`config.mk`:
```
export PLATFORM = sky130hd
export DESIGN_NAME = tec_top
export DESIGN_NICKNAME = d
export VERILOG_FILES = /design/src/common/tec_pkg.sv /design/src/design/tec_prescaler.sv /design/src/design/tec_top.sv
export SDC_FILE = /design/constraint.sdc
export NUM_CORES = 1
export LEC_CHECK = 0
export BUFFER_PORTS_ARGS = -buffer_cell sky130_fd_sc_hd__buf_2
export CORE_AREA = 5 5 75 77
export CTS_BUF_LIST = sky130_fd_sc_hd__clkbuf_4 sky130_fd_sc_hd__clkbuf_8
export CTS_CLUSTER_DIAMETER = 80
export DETAILED_ROUTE_END_ITERATION = 6
export DIE_AREA = 0 0 80 82
export GPL_TIMING_DRIVEN = 0
export MAX_ROUTING_LAYER = met4
export PLACE_DENSITY = 0.85
export SLEW_MARGIN = 20
export SYNTH_ARGS = -nofsm -noshare
export SYNTH_HDL_FRONTEND = slang
export SYNTH_SLANG_ARGS = --single-unit
```
`constraint.sdc`:
```
create_clock -name core_clk -period 2.72 [get_ports core_clk]
set_clock_uncertainty 0.1 [all_clocks]
set_input_delay 0.272 -clock core_clk [delete_from_list [all_inputs] [get_ports core_clk]]
set_output_delay 0.272 -clock core_clk [all_outputs]
set_load 0.02 [all_outputs]
```
`src/common/tec_pkg.sv`:
```
/*
 * Package for the 8-bit timer/event counter: register offsets, control
 * field positions, reset values, mode and state encodings, carrier type.
 * Assumes an APB slave with 32-bit data and byte addresses on 8 bits.
 */
package tec_pkg;

    ////////////////////////////////////////////////////////////////////////
    // Bus widths
    localparam int unsigned ADDR_W = 8; // APB address width
    localparam int unsigned DATA_W = 32; // APB data width
    localparam int unsigned CNT_W = 8; // Counter width
    localparam int unsigned PSC_W = 3; // Prescale rate field width
    localparam int unsigned PRE_W = 7; // Prescaler counter width

    ////////////////////////////////////////////////////////////////////////
    // Register byte offsets
    localparam logic [7:0] OFF_COUNT = 8'h00; // Count / preload
    localparam logic [7:0] OFF_CTRL = 8'h04; // Timer control
    localparam logic [7:0] OFF_INTCTL = 8'h08; // Interrupt control

    ////////////////////////////////////////////////////////////////////////
    // Field positions
    localparam int unsigned CTRL_PSC_LSB = 0; // Prescale rate bits 0..2
    localparam int unsigned CTRL_EDGE_BIT = 3; // Edge select bit
    localparam int unsigned CTRL_RUN_BIT = 4; // Run enable bit
    localparam int unsigned CTRL_MODE_LSB = 6; // Mode field bits 7..6
    localparam int unsigned INTCTL_EN_BIT = 0; // Overflow interrupt enable

    ////////////////////////////////////////////////////////////////////////
    // Reset values and constants
    localparam logic [7:0] CTRL_RST = 8'h00; // Control after reset
    localparam logic INTCTL_RST = 1'b0; // Interrupt enable after reset
    localparam logic [7:0] COUNT_RST = 8'h00; // Counter after reset
    localparam logic [7:0] COUNT_FULL = 8'hFF; // Last value before overflow
    localparam logic [7:0] COUNT_ONE = 8'h01; // Increment step
    localparam logic [31:0] DATA_ZERO = 32'h0000_0000; // Idle read data

    ////////////////////////////////////////////////////////////////////////
    // Mode field encoding
    typedef enum logic [1:0] {
        MODE_IDLE = 2'b00, // Counter idle
        MODE_EVENT = 2'b01, // External event counting
        MODE_TIMER = 2'b10, // Internal timer
        MODE_PULSE = 2'b11 // Pulse width measurement
    } tec_mode_t;

    // Pulse width measurement states, one-hot
    typedef enum logic [2:0] {
        PW_IDLE = 3'b001, // Not armed
        PW_WAIT = 3'b010, // Armed, waiting for active edge
        PW_MEAS = 3'b100 // Measuring
    } tec_pw_state_t;

    // Control register carrier, bit 7 down to bit 0
    typedef struct packed {
        tec_mode_t mode; // Bits 7..6
        logic rsv; // Bit 5, reads zero
        logic run; // Bit 4
        logic edge_sel; // Bit 3
        logic [2:0] psc; // Bits 2..0
    } tec_ctrl_t;

endpackage : tec_pkg

```
`src/design/tec_prescaler.sv`:
```
/*
 * Prescaler for the timer: a free-running divider of core_clk giving a
 * one-cycle enable every 2^rate cycles (rate 0 gives every cycle).
 * Assumes one clock and a synchronous active-low reset.
 */
`timescale 1ns/1ps

module tec_prescaler (
    input wire logic core_clk, // System clock
    input wire logic reset_n, // Synchronous reset, active low
    input wire logic [tec_pkg::PSC_W-1:0] rate, // Division rate select
    output logic tick_q // One-cycle count enable
);

    ////////////////////////////////////////////////////////////////////////
    // Mask of low divider bits that must all be set for a tick
    function automatic logic [tec_pkg::PRE_W-1:0] rate_mask(
        input logic [tec_pkg::PSC_W-1:0] r
    );
        logic [tec_pkg::PRE_W:0] one_hot;
        one_hot = '0;
        one_hot[r] = 1'b1;
        rate_mask = tec_pkg::PRE_W'(one_hot - 1'b1);
    endfunction : rate_mask

    logic [tec_pkg::PRE_W-1:0] div_q; // Free-running divider
    logic [tec_pkg::PRE_W-1:0] mask; // Current mask

    assign mask = rate_mask(rate);

    ////////////////////////////////////////////////////////////////////////
    // Divider counter
    always_ff @(posedge core_clk) begin
        if (!reset_n) begin
            div_q <= '0;
        end else begin
            div_q <= tec_pkg::PRE_W'(div_q + 1'b1);
        end
    end

    // Tick when the masked low bits are all ones
    always_ff @(posedge core_clk) begin
        if (!reset_n) begin
            tick_q <= 1'b0;
        end else begin
            tick_q <= ((div_q & mask) == mask);
        end
    end

endmodule : tec_prescaler

```
`src/design/tec_top.sv`:
```
/*
 * 8-bit count-up timer/event counter with preload, control and interrupt
 * control registers on APB, timer pin input, overflow request output.
 * Assumes APB master timing, a timer pin synchronous-agnostic input that
 * is resynchronised here, and one 20 MHz clock with synchronous reset.
 */
// Implementation choices: the register offsets and register access over APB.
`timescale 1ns/1ps

// Functional notes
// - One 8-bit up counter, three modes
// - Count read returns live counter value
// - Timer, pulse modes use prescaled internal clock
// - Event mode counts selected pin edges
// - Overflow after FFh: request, reload, continue
// - Preload has no reset value
// - Preload write while stopped also loads counter
// - Preload write while running waits overflow
// - Mode field sits in control bits 7..6
// - Control bit 4 runs or halts counter
// - Prescaler ignored in event counting mode
// - Control bit 3 selects pin edge polarity
// - Timer mode adds one per prescaled tick
// - Overflow request only when enable set
// - Event edge: zero rising, one falling
// - Pulse mode: measure, then auto-clear run
// - Event counting continues in power-down, wakes
module tec_top (
    input wire logic core_clk, // 20 MHz system clock
    input wire logic reset_n, // Synchronous reset, active low
    input wire logic psel, // APB select
    input wire logic penable, // APB enable
    input wire logic pwrite, // APB write
    input wire logic [tec_pkg::ADDR_W-1:0] paddr, // APB byte address
    input wire logic [tec_pkg::DATA_W-1:0] pwdata, // APB write data
    output logic [tec_pkg::DATA_W-1:0] prdata, // APB read data
    output logic pready, // APB ready
    output logic pslverr, // APB error, unmapped address
    input wire logic tmr_pin, // Timer pin level
    input wire logic power_down, // Core in power-down
    output logic ovf_irq, // Overflow interrupt request pulse
    output logic wake_req // Wake-up request pulse
);

    ////////////////////////////////////////////////////////////////////////
    // Declarations
    tec_pkg::tec_ctrl_t ctrl_q; // Timer control register
    logic int_en_q; // Overflow interrupt enable
    logic [tec_pkg::CNT_W-1:0] count_q; // Running counter
    logic [tec_pkg::CNT_W-1:0] preload_q; // Preload register, no reset
    tec_pkg::tec_pw_state_t pw_q; // Pulse measurement state
    tec_pkg::tec_pw_state_t pw_d; // Its next value
    logic pin_meta_q; // Synchroniser first stage
    logic pin_sync_q; // Synchroniser second stage
    logic pin_prev_q; // Previous synchronised level
    logic pin_rise; // Rising edge seen
    logic pin_fall; // Falling edge seen
    logic ev_edge; // Active edge in event mode
    logic pw_start; // Start edge in pulse mode
    logic pw_end; // End edge in pulse mode
    logic pw_done; // Pulse finished, clear run
    logic tick; // Prescaled enable
    logic running; // Counter enabled in a live mode
    logic inc; // Counter advances this cycle
    logic ovf; // Counter overflows this cycle
    logic setup; // APB setup phase
    logic access; // APB access completing
    logic wr_count; // Write to count register
    logic wr_ctrl; // Write to control register
    logic wr_intctl; // Write to interrupt control
    logic mapped; // Address hits a register

    ////////////////////////////////////////////////////////////////////////
    // Mode decode used in several places
    function automatic logic in_mode(
        input tec_pkg::tec_ctrl_t c,
        input tec_pkg::tec_mode_t m
    );
        in_mode = (c.mode == m);
    endfunction : in_mode

    // Register hit decode on the word address
    function automatic logic hit(
        input logic [tec_pkg::ADDR_W-1:0] a,
        input logic [7:0] off
    );
        hit = (a[tec_pkg::ADDR_W-1:2] == off[tec_pkg::ADDR_W-1:2]);
    endfunction : hit

    ////////////////////////////////////////////////////////////////////////
    // Timer pin synchroniser and edge detect
    always_ff @(posedge core_clk) begin
        if (!reset_n) begin
            pin_meta_q <= 1'b0;
            pin_sync_q <= 1'b0;
            pin_prev_q <= 1'b0;
        end else begin
            pin_meta_q <= tmr_pin;
            pin_sync_q <= pin_meta_q;
            pin_prev_q <= pin_sync_q;
        end
    end

    // Edges from the second stage only
    assign pin_rise = pin_sync_q & ~pin_prev_q;
    assign pin_fall = ~pin_sync_q & pin_prev_q;
    // Event edge: low counts rising, high counts falling
    assign ev_edge = ctrl_q.edge_sel ? pin_fall : pin_rise;
    // Pulse start is the opposite transition, end returns to idle level
    assign pw_start = ctrl_q.edge_sel ? pin_rise : pin_fall;
    assign pw_end = ctrl_q.edge_sel ? pin_fall : pin_rise;

    ////////////////////////////////////////////////////////////////////////
    // Prescaler
    tec_prescaler u_psc (
        .core_clk(core_clk),
        .reset_n(reset_n),
        .rate(ctrl_q.psc),
        .tick_q(tick)
    );

    ////////////////////////////////////////////////////////////////////////
    // APB decode
    assign setup = psel & ~penable;
    assign access = psel & penable & pready;
    assign mapped = hit(paddr, tec_pkg::OFF_COUNT) | hit(paddr, tec_pkg::OFF_CTRL)
                  | hit(paddr, tec_pkg::OFF_INTCTL);
    assign wr_count = access & pwrite & hit(paddr, tec_pkg::OFF_COUNT);
    assign wr_ctrl = access & pwrite & hit(paddr, tec_pkg::OFF_CTRL);
    assign wr_intctl = access & pwrite & hit(paddr, tec_pkg::OFF_INTCTL);

    // Ready for the access phase that follows each setup
    always_ff @(posedge core_clk) begin
        if (!reset_n) begin
            pready <= 1'b0;
        end else begin
            pready <= setup;
        end
    end

    // Error flagged for an unmapped address
    always_ff @(posedge core_clk) begin
        if (!reset_n) begin
            pslverr <= 1'b0;
        end else begin
            pslverr <= setup & ~mapped;
        end
    end

    // Read data captured at the setup edge
    always_ff @(posedge core_clk) begin
        if (!reset_n) begin
            prdata <= tec_pkg::DATA_ZERO;
        end else if (setup && !pwrite) begin
            if (hit(paddr, tec_pkg::OFF_COUNT)) begin
                prdata <= {24'h00_0000, count_q};
            end else if (hit(paddr, tec_pkg::OFF_CTRL)) begin
                prdata <= {24'h00_0000, ctrl_q};
            end else if (hit(paddr, tec_pkg::OFF_INTCTL)) begin
                prdata <= {31'h0000_0000, int_en_q};
            end else begin
                prdata <= tec_pkg::DATA_ZERO;
            end
        end else begin
            prdata <= tec_pkg::DATA_ZERO;
        end
    end

    ////////////////////////////////////////////////////////////////////////
    // Control register, run bit cleared when a pulse ends
    always_ff @(posedge core_clk) begin
        if (!reset_n) begin
            ctrl_q <= tec_pkg::CTRL_RST;
        end else if (wr_ctrl) begin
            ctrl_q <= pwdata[7:0];
            ctrl_q.rsv <= 1'b0;
        end else if (pw_done) begin
            ctrl_q.run <= 1'b0;
        end
    end

    // Interrupt control register
    always_ff @(posedge core_clk) begin
        if (!reset_n) begin
            int_en_q <= tec_pkg::INTCTL_RST;
        end else if (wr_intctl) begin
            int_en_q <= pwdata[tec_pkg::INTCTL_EN_BIT];
        end
    end

    ////////////////////////////////////////////////////////////////////////
    // Pulse width measurement sequencer
    always_comb begin
        pw_d = pw_q;
        unique case (pw_q)
            tec_pkg::PW_IDLE: begin
                if (in_mode(ctrl_q, tec_pkg::MODE_PULSE) && ctrl_q.run) begin
                    pw_d = tec_pkg::PW_WAIT;
                end
            end
            tec_pkg::PW_WAIT: begin
                if (!in_mode(ctrl_q, tec_pkg::MODE_PULSE) || !ctrl_q.run) begin
                    pw_d = tec_pkg::PW_IDLE;
                end else if (pw_start) begin
                    pw_d = tec_pkg::PW_MEAS;
                end
            end
            tec_pkg::PW_MEAS: begin
                if (!in_mode(ctrl_q, tec_pkg::MODE_PULSE) || !ctrl_q.run || pw_end) begin
                    pw_d = tec_pkg::PW_IDLE;
                end
            end
            default: begin
                pw_d = tec_pkg::PW_IDLE;
            end
        endcase
    end

    // Pulse state register
    always_ff @(posedge core_clk) begin
        if (!reset_n) begin
            pw_q <= tec_pkg::PW_IDLE;
        end else begin
            pw_q <= pw_d;
        end
    end

    // End of pulse while measuring in pulse mode
    assign pw_done = (pw_q == tec_pkg::PW_MEAS) && pw_end && ctrl_q.run
                   && in_mode(ctrl_q, tec_pkg::MODE_PULSE);

    ////////////////////////////////////////////////////////////////////////
    // Count enable per mode; idle code never counts
    assign running = ctrl_q.run && !in_mode(ctrl_q, tec_pkg::MODE_IDLE);
    assign inc = running && (
        (in_mode(ctrl_q, tec_pkg::MODE_TIMER) && tick)
        || (in_mode(ctrl_q, tec_pkg::MODE_EVENT) && ev_edge)
        || (in_mode(ctrl_q, tec_pkg::MODE_PULSE) && (pw_q == tec_pkg::PW_MEAS) && tick));
    assign ovf = inc && (count_q == tec_pkg::COUNT_FULL);

    // Preload register, left without reset
    always_ff @(posedge core_clk) begin
        if (wr_count) begin
            preload_q <= pwdata[7:0];
        end
    end

    // Counter: direct load when stopped, else count and reload
    always_ff @(posedge core_clk) begin
        if (!reset_n) begin
            count_q <= tec_pkg::COUNT_RST;
        end else if (wr_count && !running) begin
            count_q <= pwdata[7:0];
        end else if (ovf) begin
            count_q <= preload_q;
        end else if (inc) begin
            count_q <= tec_pkg::CNT_W'(count_q + tec_pkg::COUNT_ONE);
        end
    end

    // Overflow request, gated by interrupt enable
    always_ff @(posedge core_clk) begin
        if (!reset_n) begin
            ovf_irq <= 1'b0;
        end else begin
            ovf_irq <= ovf && int_en_q;
        end
    end

    // Wake-up from event-mode overflow while powered down
    always_ff @(posedge core_clk) begin
        if (!reset_n) begin
            wake_req <= 1'b0;
        end else begin
            wake_req <= ovf && int_en_q && power_down
                      && in_mode(ctrl_q, tec_pkg::MODE_EVENT);
        end
    end
endmodule : tec_top

```
==> impl_metrics.ini <==
[logic_synthesis]
synth_xor_area_share_pct = 1.806
synth_top_family_by_area = simple AND/OR/NAND/NOR gates
synthTopCellsByArea = dfxtp_1 35%, edfxtp_1 9.9%, buf_4 8.0%, nor2_1 4.2%, mux2i_1 4.1%
synthTopCellsByCount = 42 x dfxtp_1, 27 x nor2_1, 26 x buf_4
yosys.cell_count.top_type = dfxtp_1
ys_seq_area_share_pct = 44.58
synthMuxAreaShare_pct = 4.592
synth-adder-area-share_pct = 1.032
synthCells = 258
synth_compound_area_share_pct = 13.98
synthSimpleGateAreaFrac_pct = 22.76
synthesis.area_sq_um = 2425
synth.avg_cell_area_sq_um = 9.399
synth_top_area_cell = dfxtp_1
synth_seq_cells = 50
synth-main-ff-cell = dfxtp_1
synth_top_cell_area_share_pct = 34.67
synth_edf_count = 8
ys_types = 54
synthArstFlopShare_pct = 0
yosys_warnings = 0

[timing]
setup_viol = 0
setup_ws_ns = 0.3759
tightestPinTransition_ns = 0.5923
rsz0062_at_grt = no
final_hold_viol_count = 0
post-route-period-util_pct = 86.18
fin_setup_tns_ns = 0
holdWs_ns = 0.07080
finalCriticalPeriod_ns = 2.344
slew_violations = 0
max_clock_freq_ghz = 0.4266
relSlewSlack_pct = 60.51

[final_layout]
areaGrowthSynthToFinish_pct = 18.73
final_cells = 391
fillers = 462
nets = 369
diodes = 0
drive_gt1_share_pct = 24.61
stdcell_area_sq_um = 2879
post-route-util_pct = 58.22

[grt]
globalRouteTotalUtil_pct = 18.04
top_usage_layer = met2
use_met3_pct = 4.496
use_met1_pct = 21.25
globalRouteOverflowTotal = 0
grt_max_degree = 16
met2_usage_pct = 29.80
grt_pass1_vias = 1927
antenna_found_initial = 0
grt_first_pass_wirelength_um = 8873

[critical_path]
path_class = reg2reg
crit_path_start_kind = register
critPathBufInv = 1
endpoint_kind = register
critPathLaunch = count_q[0]$_SDFFE_PN0P_
cp.arrival_ns = 2.44
required_ns = 2.81
max_stage_delay_ns = 0.48
path_max_fanout = 8
critPathSlowestCell = dfxtp_1
reg2reg_from = count_q[0]$_SDFFE_PN0P_
path_delay_family = simple AND/OR/NAND/NOR gates
cp_cell_sequence = ha_1, clkbuf_1, nand3_1, nor2b_1, mux2i_1, nor3_1, a221o_1

[power_and_ir_drop]
p_total_mw = 1.425
seqPwrFrac_pct = 53.4
irDropWorstVdd_uv = 265.7
power_per_cell_area_nw_per_um2 = 495.1
leakage_nw = 1.176
power_frac_comb_pct = 8.0
p_sw_uw = 312.1
p_int_mw = 1.113
sw_frac_of_total_pct = 21.90
clock_power_share_pct = 38.6

[die]
io_pins = 83
die_x_um = 80
rows = 26
core_area_sq_um = 4945
die_h_um = 82
start_util_pct = 49.04
die-area_sq_um = 6560

[placed_design]
dp_hpwl_um = 4068
dpl_cell_area_sq_um = 2759
dp.cells = 383
post-place-ws_ns = 0.4639
place.gp.congestion = 0.9696
io_buffers = 32

[route]
drtIter0Drc = 199
drt-pass1-iter-count = 5
viasPerCell = 5.079
postRouteAntennaNets = 0
via_count = 1986
drc = 0
totalWireLength_um = 5331
wire_per_inst_um = 13.63

[cts]
path_clk_slew_ns = 0.09
post-cts-setup-buffer-count = 0
holdBufCountCts = 0
clkLatencyLatePin_ns = 0.31
cts_root_buffer = clkbuf_8
cts_sinks = 50
tritoncts = done
numCtsBuffers = 5
htreeDepth = 2
clockBufferDepth = 2
cts_resized = 0

[status]
outcome = finished, final reports clean

[min_path]
holdCritPathClass = in2reg
worst_hold_startpoint = tmr_pin

[run]
drv_cap = 0
==> cells in the final DEF (no fill, tap or decap), types with 2 or more instances in the layout <==
cell type,instances
nand4_1,3
a221oi_1,2
edfxtp_1,8
nor2_1,27
nor3_1,4
buf_2,34
dfxtp_1,42
and3_1,5
o21ai_0,7
mux2i_1,10
a21oi_1,6
a31oi_1,6
ha_1,2
nand2b_1,3
nand3_1,11
a221o_1,3
o311ai_0,2
or3_1,3
a41oi_1,2
a22oi_1,6
nand2_1,21
conb_1,24
and4_1,3
and2_1,6
clkbuf_1,8
buf_4,26
inv_1,6
clkbuf_8,6
nor2b_1,3
xor2_1,4
o211ai_1,2
==> kinds of logic (layout without fill, tap and decap cells) <==
group                      count (synthesis)  count (layout)
xor gates and xnor gates                   5               5
DFF                                       50              50
AOI/OAI and AO/OA                         44              44
adders and majority gates                  2               2
buffers and inverters                     43              83
muxes                                     11              11
and+or+nand+nor                          102             102
other                                      1              24
==> area by class of cell <==
type | count | area (sq um) | share of cell area [%]
multi-input combinational | 188 | 1161 | 40.33
timing repair buffer | 32 | 160.2 | 5.563
clock inverter | 1 | 30.03 | 1.043
buffer | 37 | 246.5 | 8.561
inverter | 6 | 22.52 | 0.7823
sequential | 50 | 1081 | 37.55
clock buffer | 7 | 90.09 | 3.129
tap | 70 | 87.58 | 3.042
==> metal layers <==
metal | wire length, um | part of all wire [%]
met4 | 68 | 1.3
met5 | 0 | 0
met1 | 2146 | 40
met2 | 2651 | 50
met3 | 464 | 8.7
==> power by group through the flow <==
stage | logic (mW) | clock network, mW | registers [mW]
2_1_floorplan | 0.0802 | 0 | 0.780
3_3_place_gp | 0.110 | 0 | 0.779
6_report | 0.115 | 0.550 | 0.761
4_1_cts | 0.112 | 0.558 | 0.762
5_1_grt | 0.125 | 0.592 | 0.763
3_5_place_dp | 0.112 | 0 | 0.779
==> sequential cells by signal (all words and copies together), names as in the netlist <==
signal and flops:
int_en_q 1, u_psc.tick_q 1, pin_prev_q 1, ovf_irq 1, prdata 8, preload_q 8
u_psc.div_q 7, ctrl_q 7, pw_q 3, pslverr 1, pin_sync_q 1, pready 1
wake_req 1, pin_meta_q 1, count_q 8
==> path summary, 6_finish.rpt <==
check / end / slack, ns / depth (start not counted)
setup / recovery: count_q[1]$_SDFFE_PN0P_ / 0.38 / 7
setup reg to reg: count_q[1]$_SDFFE_PN0P_ / 0.38 / 7
hold / removal: pin_meta_q$_SDFF_PN0_ / 0.07 / 2
hold reg to reg: pin_sync_q$_SDFF_PN0_ / 0.34 / 1
(Power assumes the default switching activity.)
